### config.mk
export PLATFORM = sky130hd
export DESIGN_NAME = ldb_top
export DESIGN_NICKNAME = d
export VERILOG_FILES = /design/src/verilog/ldb_pkg.sv /design/src/verilog/ldb_top.sv
export VERILOG_INCLUDE_DIRS = /design/src /design/src/verilog
export SDC_FILE = /design/constraint.sdc
export NUM_CORES = 1
export LEC_CHECK = 0
export BUFFER_PORTS_ARGS = -buffer_cell sky130_fd_sc_hd__buf_2
export CAP_MARGIN = 20
export CORE_ASPECT_RATIO = 1.1
export CORE_UTILIZATION = 45
export DETAILED_ROUTE_END_ITERATION = 12
export HOLD_SLACK_MARGIN = 0.02
export SETUP_SLACK_MARGIN = 0.05
export SLEW_MARGIN = 40
export SYNTH_ARGS = -nofsm -noshare
export SYNTH_HDL_FRONTEND = slang
export SYNTH_SLANG_ARGS = --single-unit
### constraint.sdc
create_clock -name ref_clk -period 8.7 [get_ports ref_clk]
set_input_delay 0.435 -clock ref_clk [delete_from_list [all_inputs] [get_ports ref_clk]]
set_output_delay 0.435 -clock ref_clk [all_outputs]
set_load 0.03 [all_outputs]
### src/verilog/ldb_cfg.svh
// Constants for the LED dimming and blinking engine
`ifndef LDB_CFG_SVH
`define LDB_CFG_SVH
// ==========================================================
// Timing
`define LDB_CLK_HZ 100000000
`define LDB_PWM_HZ 97000
`define LDB_PWM_STEPS 256
`define LDB_PWM_DIV (`LDB_CLK_HZ / (`LDB_PWM_HZ * `LDB_PWM_STEPS))
`define LDB_DIM_HZ 190
`define LDB_DIM_DIV (`LDB_CLK_HZ / (`LDB_DIM_HZ * `LDB_PWM_STEPS))
`define LDB_BLINK_FAST_HZ 24
`define LDB_BLINK_SLOW_MS 10730
`define LDB_BLINK_FAST_DIV \
  (`LDB_CLK_HZ / (`LDB_BLINK_FAST_HZ * `LDB_PWM_STEPS))
`define LDB_BLINK_SLOW_DIV \
  (`LDB_CLK_HZ / 1000 * `LDB_BLINK_SLOW_MS / `LDB_PWM_STEPS)
`define LDB_BLINK_STEP_DIV \
  ((`LDB_BLINK_SLOW_DIV - `LDB_BLINK_FAST_DIV) / 255)
// ==========================================================
// Register offsets
`define LDB_OFS_DUTY0 5'h00
`define LDB_OFS_GRP_DUTY 5'h10
`define LDB_OFS_GRP_FREQ 5'h11
`define LDB_OFS_CTRL2 5'h12
`define LDB_OFS_MODE0 5'h13
`define LDB_OFS_OWN_ADDR 5'h17
`define LDB_OFS_TX 5'h18
`define LDB_OFS_RX 5'h19
`define LDB_OFS_STATUS 5'h1A
// ==========================================================
// Fields and reset values
`define LDB_BLINK_BIT 0
`define LDB_OWN_ADDR_RST 7'h15
`endif

### src/verilog/ldb_pkg.sv
// Types for the LED dimming and blinking engine
package ldb_pkg;
  // ========================================================
  // Serial slave states
  typedef enum logic [2:0] {
    LDB_IDLE = 3'h0,
    LDB_ADDR = 3'h1,
    LDB_ACK_A = 3'h2,
    LDB_RX = 3'h3,
    LDB_ACK_RX = 3'h4,
    LDB_TX = 3'h5,
    LDB_ACK_TX = 3'h6
  } ldb_i2c_st_t;
  // ========================================================
  // Whole state of the block
  typedef struct packed {
    logic [15:0][7:0] duty;
    logic [7:0] grp_duty;
    logic [7:0] grp_freq;
    logic [7:0] ctrl2;
    logic [31:0] mode;
    logic [6:0] own_addr;
    logic [7:0] tx_byte;
    logic [7:0] rx_byte;
    logic [7:0] rx_cnt;
    logic [7:0] rdata;
    logic [7:0] pwm_pre;
    logic [7:0] pwm_cnt;
    logic [31:0] grp_pre;
    logic [7:0] grp_cnt;
    logic [15:0] led;
    logic scl_s1;
    logic scl_s2;
    logic scl_s3;
    logic sda_s1;
    logic sda_s2;
    logic sda_s3;
    ldb_i2c_st_t st;
    logic [2:0] bitc;
    logic [7:0] sh;
    logic full;
    logic rnw;
    logic acked;
    logic nack;
    logic sda_oe;
    logic sda_o;
  } ldb_state_t;
  // Mode field of one channel
  function automatic logic [1:0] ldb_mode_of(input logic [31:0] m,
                                             input int ch);
    return m[2*ch +: 2];
  endfunction : ldb_mode_of
endpackage : ldb_pkg

### src/verilog/ldb_top.sv
// LED brightness engine with group dimming, blinking and serial slave
//
// Notes on behaviour
// - Each output has its own 97 kHz 8-bit duty PWM.
// - Dimming mode: fixed 190 Hz group PWM with 8-bit duty.
// - Blinking mode: group period 24 Hz to 10.73 s, 8-bit duty.
// - Only one group signal, ANDed with channel PWM when selected.
// - One bit per clock; data stable and sampled while SCL high.
// - SDA falling while SCL high is start; new transfer begins.
// - SDA rising while SCL high is stop; transfer ends.
// - Each byte gets one acknowledge bit; byte count unlimited.
// - Addressed receiver acknowledges every received byte.
// - Acknowledger holds SDA low through the ack clock high phase.
// - After a nack the transmitting device releases SDA high.
// - Mode 00 off, 01 on, 10 channel duty, 11 duty and group.
// - Select bit 1 picks blinking, 0 picks dimming.
//
// The address map and the strobed register port were left to the implementer.
`timescale 1ns/1ps
`include "ldb_cfg.svh"
module ldb_top
  import ldb_pkg::*;
#(
  parameter int unsigned DIM_DIV = `LDB_DIM_DIV,
  parameter int unsigned BLINK_FAST_DIV = `LDB_BLINK_FAST_DIV,
  parameter int unsigned BLINK_STEP_DIV = `LDB_BLINK_STEP_DIV
) (
  input wire logic ref_clk,
  input wire logic nrst,
  input wire logic [4:0] reg_addr,
  input wire logic [7:0] reg_wdata,
  input wire logic reg_wr,
  input wire logic reg_rd,
  output logic [7:0] reg_rdata,
  input wire logic scl_in,
  input wire logic sda_in,
  output logic sda_out,
  output logic sda_oe,
  output logic [15:0] led_on
);

  // ========================================================
  // State registers
  ldb_state_t r_reg;
  ldb_state_t r_next;
  logic pwm_step;
  logic grp_step;
  logic grp_on;
  logic [31:0] grp_lim;
  logic scl_hi;
  logic scl_rise;
  logic scl_fall;
  logic i2c_start;
  logic i2c_stop;

  // Reset image: lines idle high, own address LDB_OWN_ADDR_RST, everything else cleared
  function automatic ldb_state_t ldb_rst_val();
    ldb_state_t v;
    v = '0;
    v.scl_s1 = 1'b1;
    v.scl_s2 = 1'b1;
    v.scl_s3 = 1'b1;
    v.sda_s1 = 1'b1;
    v.sda_s2 = 1'b1;
    v.sda_s3 = 1'b1;
    v.own_addr = `LDB_OWN_ADDR_RST;
    v.st = LDB_IDLE;
    return v;
  endfunction : ldb_rst_val

  localparam ldb_state_t LDB_RST = ldb_rst_val();

  // ========================================================
  // Line conditions seen on the synchronised pins
  assign scl_hi = r_reg.scl_s2 && r_reg.scl_s3;
  assign scl_rise = r_reg.scl_s2 && !r_reg.scl_s3;
  assign scl_fall = !r_reg.scl_s2 && r_reg.scl_s3;
  assign i2c_start = scl_hi && r_reg.sda_s3 && !r_reg.sda_s2;
  assign i2c_stop = scl_hi && !r_reg.sda_s3 && r_reg.sda_s2;

  // Group period per step: dimming fixed, blinking stepped evenly
  always_comb begin
    if (r_reg.ctrl2[`LDB_BLINK_BIT]) begin
      grp_lim = 32'(BLINK_FAST_DIV
                + r_reg.grp_freq * BLINK_STEP_DIV);
    end else begin
      grp_lim = 32'(DIM_DIV);
    end
  end

  // Prescaler wraps and group compare
  assign pwm_step = (r_reg.pwm_pre == 8'(`LDB_PWM_DIV - 1));
  assign grp_step = (r_reg.grp_pre >= grp_lim - 32'h1);
  assign grp_on = (r_reg.grp_cnt < r_reg.grp_duty);

  // ========================================================
  // Next state
  always_comb begin
    logic [1:0] mi;
    logic ind;
    mi = 2'(reg_addr - `LDB_OFS_MODE0);
    ind = 1'b0;
    r_next = r_reg;
    // Two-stage synchronisers, third stage for edge detection
    r_next.scl_s1 = scl_in;
    r_next.scl_s2 = r_reg.scl_s1;
    r_next.scl_s3 = r_reg.scl_s2;
    r_next.sda_s1 = sda_in;
    r_next.sda_s2 = r_reg.sda_s1;
    r_next.sda_s3 = r_reg.sda_s2;

    // Register writes
    if (reg_wr) begin
      if (reg_addr < `LDB_OFS_GRP_DUTY) begin
        r_next.duty[reg_addr[3:0]] = reg_wdata;
      end else if (reg_addr == `LDB_OFS_GRP_DUTY) begin
        r_next.grp_duty = reg_wdata;
      end else if (reg_addr == `LDB_OFS_GRP_FREQ) begin
        r_next.grp_freq = reg_wdata;
      end else if (reg_addr == `LDB_OFS_CTRL2) begin
        r_next.ctrl2 = reg_wdata;
      end else if (reg_addr < `LDB_OFS_OWN_ADDR) begin
        r_next.mode[8*mi +: 8] = reg_wdata;
      end else if (reg_addr == `LDB_OFS_OWN_ADDR) begin
        r_next.own_addr = reg_wdata[6:0];
      end else if (reg_addr == `LDB_OFS_TX) begin
        r_next.tx_byte = reg_wdata;
      end
    end

    // Register reads, data stands in the following cycle only
    r_next.rdata = 8'h00;
    if (reg_rd) begin
      if (reg_addr < `LDB_OFS_GRP_DUTY) begin
        r_next.rdata = r_reg.duty[reg_addr[3:0]];
      end else if (reg_addr == `LDB_OFS_GRP_DUTY) begin
        r_next.rdata = r_reg.grp_duty;
      end else if (reg_addr == `LDB_OFS_GRP_FREQ) begin
        r_next.rdata = r_reg.grp_freq;
      end else if (reg_addr == `LDB_OFS_CTRL2) begin
        r_next.rdata = r_reg.ctrl2;
      end else if (reg_addr < `LDB_OFS_OWN_ADDR) begin
        r_next.rdata = r_reg.mode[8*mi +: 8];
      end else if (reg_addr == `LDB_OFS_OWN_ADDR) begin
        r_next.rdata = {1'b0, r_reg.own_addr};
      end else if (reg_addr == `LDB_OFS_TX) begin
        r_next.rdata = r_reg.tx_byte;
      end else if (reg_addr == `LDB_OFS_RX) begin
        r_next.rdata = r_reg.rx_byte;
      end else if (reg_addr == `LDB_OFS_STATUS) begin
        r_next.rdata = {r_reg.rx_cnt[4:0], r_reg.nack, r_reg.rnw,
                        r_reg.st != LDB_IDLE};
      end
    end

    // Channel PWM timebase: 256 steps per 97 kHz period
    if (pwm_step) begin
      r_next.pwm_pre = 8'h00;
      r_next.pwm_cnt = r_reg.pwm_cnt + 8'h01;
    end else begin
      r_next.pwm_pre = r_reg.pwm_pre + 8'h01;
    end

    // Group timebase, one generator shared by dim and blink
    if (grp_step) begin
      r_next.grp_pre = 32'h0;
      r_next.grp_cnt = r_reg.grp_cnt + 8'h01;
    end else begin
      r_next.grp_pre = r_reg.grp_pre + 32'h1;
    end

    // Output stage per channel
    for (int i = 0; i < 16; i++) begin
      ind = (r_reg.pwm_cnt < r_reg.duty[i]);
      case (ldb_mode_of(r_reg.mode, i))
        2'b00: begin
          r_next.led[i] = 1'b0;
        end
        2'b01: begin
          r_next.led[i] = 1'b1;
        end
        2'b10: begin
          r_next.led[i] = ind;
        end
        default: begin
          r_next.led[i] = ind && grp_on;
        end
      endcase
    end

    // ======================================================
    // Serial slave: start and stop override bit activity
    r_next.sda_o = 1'b0;
    if (i2c_start) begin
      r_next.st = LDB_ADDR;
      r_next.bitc = 3'h0;
      r_next.full = 1'b0;
      r_next.sda_oe = 1'b0;
      r_next.nack = 1'b0;
    end else if (i2c_stop) begin
      r_next.st = LDB_IDLE;
      r_next.sda_oe = 1'b0;
    end else if (scl_rise) begin
      // Sample while SCL is high
      case (r_reg.st)
        LDB_ADDR, LDB_RX: begin
          r_next.sh = {r_reg.sh[6:0], r_reg.sda_s2};
          r_next.bitc = r_reg.bitc + 3'h1;
          r_next.full = (r_reg.bitc == 3'h7);
        end
        LDB_TX: begin
          r_next.bitc = r_reg.bitc + 3'h1;
        end
        LDB_ACK_TX: begin
          r_next.acked = !r_reg.sda_s2;
          if (r_reg.sda_s2) begin
            r_next.nack = 1'b1;
            r_next.sda_oe = 1'b0;
            r_next.st = LDB_IDLE;
          end
        end
        default: begin
        end
      endcase
    end else if (scl_fall) begin
      // Drive changes only while SCL is low
      case (r_reg.st)
        LDB_ADDR: begin
          if (r_reg.full) begin
            r_next.full = 1'b0;
            if (r_reg.sh[7:1] == r_reg.own_addr) begin
              r_next.sda_oe = 1'b1;
              r_next.rnw = r_reg.sh[0];
              r_next.st = LDB_ACK_A;
            end else begin
              r_next.st = LDB_IDLE;
            end
          end
        end
        LDB_RX: begin
          if (r_reg.full) begin
            r_next.full = 1'b0;
            r_next.rx_byte = r_reg.sh;
            r_next.rx_cnt = r_reg.rx_cnt + 8'h01;
            r_next.sda_oe = 1'b1;
            r_next.st = LDB_ACK_RX;
          end
        end
        LDB_ACK_RX: begin
          r_next.sda_oe = 1'b0;
          r_next.st = LDB_RX;
        end
        LDB_ACK_A: begin
          r_next.bitc = 3'h0;
          if (r_reg.rnw) begin
            r_next.sh = r_reg.tx_byte;
            r_next.sda_oe = !r_reg.tx_byte[7];
            r_next.st = LDB_TX;
          end else begin
            r_next.sda_oe = 1'b0;
            r_next.st = LDB_RX;
          end
        end
        LDB_TX: begin
          if (r_reg.bitc == 3'h0) begin
            r_next.sda_oe = 1'b0;
            r_next.st = LDB_ACK_TX;
          end else begin
            r_next.sh = {r_reg.sh[6:0], 1'b0};
            r_next.sda_oe = !r_reg.sh[6];
          end
        end
        LDB_ACK_TX: begin
          r_next.bitc = 3'h0;
          r_next.sh = r_reg.tx_byte;
          r_next.sda_oe = !r_reg.tx_byte[7];
          r_next.st = LDB_TX;
        end
        default: begin
        end
      endcase
    end
  end

  // State register
  always_ff @(posedge ref_clk or negedge nrst) begin
    if (!nrst) begin
      r_reg <= LDB_RST;
    end else begin
      r_reg <= r_next;
    end
  end

  // Outputs straight from the state register
  assign reg_rdata = r_reg.rdata;
  assign sda_out = r_reg.sda_o;
  assign sda_oe = r_reg.sda_oe;
  assign led_on = r_reg.led;
endmodule : ldb_top

# After elaboration in Yosys (flattened, before gate mapping)
# Cells that the tools add are included.
[op_classes]
mul = 1
eq_ne = 62
n_addsub = 10
muxes = 78
shift = 3
n_bitwise = 9
n_lt_le_gt_ge = 22
reduce_logical = 77
[ops]
columns = ["cell", "count"]
rows = [
  ["8-bit < comparator", 17],
  ["128-bit bitwise mux", 1],
  ["8-bit two-way mux", 15],
  ["1-bit case mux with 3 select lines", 16],
  ["5-bit equality test (second input constant)", 7],
  ["7-bit AND reduction", 5],
  ["5-bit negator with 34-bit output", 1],
  ["8-bit by 34-bit variable shift with 32-bit output (first input constant)", 1],
  ["8-bit by 34-bit indexed part select with 32-bit output", 1],
  ["32-bit by 1-bit adder with 32-bit output (second input constant)", 1],
  ["8-bit by 1-bit adder with 8-bit output (second input constant)", 4],
  ["8-bit binary-select mux with 4-bit select", 1],
  ["32-bit bitwise mux", 1],
  ["8-bit demux with 4-bit select", 1],
  ["2-bit by 1-bit equality test with 1-bit output (second input constant)", 16],
  ["2-bit equality test (second input constant)", 16],
  ["32-bit >= comparator", 1],
  ["2-bit zero test", 16],
  ["32-bit two-way mux", 1],
  ["32-bit by 6-bit indexed part select with 8-bit output", 1],
  ["32-bit by 1-bit subtractor with 32-bit output (second input constant)", 1],
  ["15-bit two-way mux", 2],
  ["3-bit two-way mux", 10],
  ["1-bit logical AND", 24],
  ["46 further kinds", 102],
]
[word_totals]
reg_bits = 320
input_bits = 19
elab_cells = 306

# Depth between registers and ports, before layout
[depth]
depth_word = 13
mapped_depth = 33
ltp_nobuf = 30

# Worst setup path after synthesis
# No wires, ideal clock.
[synth_timing]
kind = "register to register"
start = "reg r_reg[181] (netlist bit)"
end = "reg r_reg[72] (netlist bit)"
path_stages_with_launch = 28
t_arrival_ns = 6.931
period_less_slack_ns = 7.063
slack_ns = 1.637
n_path_buf = 2
path_cell_list = "dfrtp_1 -> inv_1 -> fa_1 -> fa_1 -> inv_1 -> fa_1 -> inv_1 -> fa_1 -> inv_1 -> ha_1 -> o211ai_1 -> a21oi_1 -> a221o_1 -> or3_1 -> nor4b_4 -> nand3_1 -> nor3b_1 -> nand3_1 -> ha_1 -> nand4_1 -> or2_2 -> nor3_1 -> o22a_1 -> o41ai_1 -> o211ai_1 -> clkbuf_1 -> clkbuf_1 -> nor2_1"
[synth_lines]
columns = ["element", "line", "text"]
rows = [
  ["from (decl)", "ldb_top.sv:44", "ldb_state_t r_reg;"],
  ["from (signal assigned)", "ldb_top.sv:290", "r_reg <= r_next;"],
]

# Final worst setup path
[layout_timing]
start = "reg r_reg[181] (netlist bit)"
end = "reg r_reg[43] (netlist bit)"
[layout_between]
elab_chain_cells = 5
[layout_lines]
columns = ["element", "line", "text"]
rows = [
  ["8-bit by 14-bit multiplier with 22-bit output", "ldb_top.sv:85", "+ r_reg.grp_freq * BLINK_STEP_DIV);"],
  ["14-bit by 22-bit adder with 23-bit output", "ldb_top.sv:85", ""],
  ["23-bit two-way mux", "ldb_top.sv:83", "if (r_reg.ctrl2[`LDB_BLINK_BIT]) begin"],
  ["32-bit by 1-bit subtractor with 32-bit output", "ldb_top.sv:93", "assign grp_step = (r_reg.grp_pre >= grp_lim - 32'h1);"],
  ["32-bit >= comparator", "ldb_top.sv:93", ""],
]
# Every way passes these cells.
# A chain may end at the register's enable or synchronous reset.

==> qor.txt <==
Run status: finished clean
Row cnt: 83
Skew final: 26.0 ps
Sequential Power Share: 0.219
Cell leakage power: 11.2 nW
Max clock buf depth: 3
TritonRoute pass-1 iters: 5
CP Capture Point: r_reg[43]$_DFFE_PN0P_
Max cap viols: 0
Routed len/inst: 19.6 µm
Total core area: 46800 µm²
Vias: 15500
Root buf cell: clkbuf_16
Setup TNS: 0 ps
Yosys reg bits: 316
Clock transition at the registers of the reported paths: 60 ps
Via/cell ratio: 5.65
Final worst slack: 792 ps
Ports: 45
Max_slew headroom: 0.452
RSZ-0062 raised after global routing: no
Worst-path maximum fanout: 13
CP max stage delay: 640 ps
Cells after synthesis: 2083
Die ar.: 48600 µm²
Post-Syn Area per Cell: 10.3 µm²
DRC: 0
Crit path from: r_reg[181]$_DFFE_PN0P_
Achievable Freq: 126 MHz
Crit end category: register
Pins Over Slew Limit: 0
Synth Cell Area: 21500 µm²
Post-synth EDFFs: 0
RR Endpoint: r_reg[43]$_DFFE_PN0P_
Final Instance Count excl. Fillers: 2751
Power density cells: 366 nW/µm²
Worst r2r src: r_reg[181]$_DFFE_PN0P_
Worst path required time: 9140 ps
Placed Area: 22200 µm²
Switching power: 0.00386 W
Slowest cell on crit path: nor4_1
CTS tree: done
Max reg flops: 287
Flop2flop setup slack: 790 ps
Final WL: 53900 µm
Fillers: 4264
Fin Hold WS: 256 ps
Setup slack after placement: 819 ps
Initial DRC count: 983
Inserted Diodes: 0
Yosys warns: 0
Total grt overflow: 0
Finished Cell Area: 23500 µm²
Most used DFF post-synth: dfrtp_1
Initial antenna violation count: 2
Post-CTS sizing: 0
Initial Util: 0.458
Largest net degree at the start of global routing: 76
Clock share of power: 0.192
Final setup violation count: 0
GRT Total Usage: 0.231
Post-route ant nets: 0
Vias in the first global route: 16300
Unique masters post-synth: 70
I/O Buffers: 43
Routability cong.: 0.879
Die Ht: 231 µm
VDD IR max: 0.467 mV
Crit share post-route: 0.909
Worst Max-Slew Pin Slew: 822 ps
First-pass GRT wire length: 88600 µm
Die X-Extent: 210 µm
Net Sw Frac: 0.449
Final hold violations: 0
Nets@finish: 2363
Post-DP HPWL: 39700 µm
Post-synthesis sequential area ratio: 0.369
CP Class: reg2reg
Dpl cells: 2678
# clock sinks: 316
Fraction of layout cells with a size suffix above 1: 0.173
Gate power share: 0.589
Pint: 0.00475 W
Synth Net Count: 2362
Worst reg2reg path depth: 28
Worst EP arrival: 8350 ps
Worst hold path class: in2reg
Synthesis-to-finish area growth: 9.49%
Async SR Flop Fraction: 1.00
CTS buffer count: 38
Worst setup SP type: register
Clk_lat worst skew: 580 ps
Tmin final: 7910 ps
H-tree levels: 2
[layer usage]
metal | share of wire | wire length, µm | global-route usage
met5 | 0 | 0 | 0
met4 | 0.024 | 1270 | 0.0643
met3 | 0.042 | 2290 | 0.0351
met2 | 0.50 | 27100 | 0.408
met1 | 0.43 | 23200 | 0.293
[cells in the final DEF, fill, tap and decap left out, types with 29 or more instances in the layout]
master | netlist | routed
fa_1 | 38 | 38
and3_1 | 35 | 35
nand2_1 | 173 | 173
nand4_1 | 29 | 29
o21ai_0 | 64 | 64
ha_1 | 222 | 222
a21o_1 | 50 | 50
buf_2 | 2 | 44
nand2b_1 | 37 | 37
a21oi_1 | 90 | 90
o31ai_1 | 32 | 32
nand3_1 | 58 | 58
xnor2_1 | 56 | 56
dfrtp_1 | 307 | 301
xor2_1 | 40 | 40
nor2_1 | 117 | 116
inv_1 | 209 | 209
mux2_2 | 172 | 172
mux4_2 | 48 | 48
clkbuf_16 | 0 | 38
[power groups by stage]
| stage | Clock, W | Combinational [W] | Sequential (W) |
|---|---|---|---|
| finish | 0.00165 | 0.00507 | 0.00188 |
| global route | 0.00175 | 0.00577 | 0.00191 |
| detailed placement | 0 | 0.00505 | 0.00190 |
| floorplan | 0 | 0.00403 | 0.00184 |
| global placement | 0 | 0.00497 | 0.00189 |
| CTS | 0.00169 | 0.00509 | 0.00188 |
[cells by family after synthesis]
logic type	after synthesis	share of synthesized area
AO/OA/AOI/OAI	350	0.106
XOR/XNOR	98	0.0407
adder cells (fa/ha/maj)	260	0.165
buffers and inverters	308	0.0587
flip-flops	316	0.369
multiplexers	231	0.146
other	1	0.000175
AND/OR/NAND/NOR	519	0.116
[repair_timing]
item | CTS | global route
hold buffers | 3 | 0
endpoints found under the hold margin | 57 | 0
buffers inserted | 0 | 0
endpoints found under the setup margin | 0 | 0
[synth_stat cells, types with 19 or more instances]
cell type  count  share of area
a21o_1        50          0.017
a21oi_1       90          0.021
and3_1        35          0.010
buf_4         25         0.0087
clkbuf_1      64          0.011
dfrtp_1      307           0.36
fa_1          38          0.035
ha_1         222           0.13
inv_1        209          0.037
mux2_2       172          0.090
mux4_2        48          0.050
nand2_1      173          0.030
nand2b_1      37          0.011
nand3_1       58          0.014
nand4_1       29         0.0084
nor2_1       117          0.020
nor2b_1       19         0.0055
o21ai_0       64          0.015
o31ai_1       32          0.011
xnor2_1       56          0.023
xor2_1        40          0.016
[worst min-delay path by stage]
stage,start,to,cells after the start
6_report,reg_rd,reg_rdata[1]$_DFF_PN0_,3
5_1_grt,reg_rd,reg_rdata[1]$_DFF_PN0_,3
4_1_cts,reg_rd,reg_rdata[7]$_DFF_PN0_,3
3_5_place_dp,r_next[24]$_DFF_PN1_,r_next[23]$_DFF_PN1_,0
3_3_place_gp,r_next[21]$_DFF_PN1_,r_next[20]$_DFF_PN1_,0
2_1_floorplan,nrst,led_on[0]$_DFF_PN0_,0
[final cells by class]
class,instances,area (µm²),share of cell area
multi-input combinational,1459,12300,0.523
inverter,209,785,0.0334
tap,637,797,0.0339
timing repair buffer,60,399,0.0170
sequential,316,7930,0.337
clock inverter,17,240,0.0102
clock buffer,53,1060,0.0450
[critical path, delay by kind of cell, from the launching register on]
family,cells,cell delay [ps]
buffers and inverters,5,730
muxes,1,320
and+or+nand+nor,3,970
AOI/OAI and AO/OA,13,2510
adders and majority gates,6,2820
DFF,1,450
[per-stage QoR]
step,power (W),util
after floorplan,0.00586,-
after global placement,0.00686,0.472
after detailed placement,0.00695,0.473
after CTS,0.00866,0.501
after global routing,0.00943,0.502
final,0.00861,0.502
No activity file was read; power rests on OpenSTA's default activity.
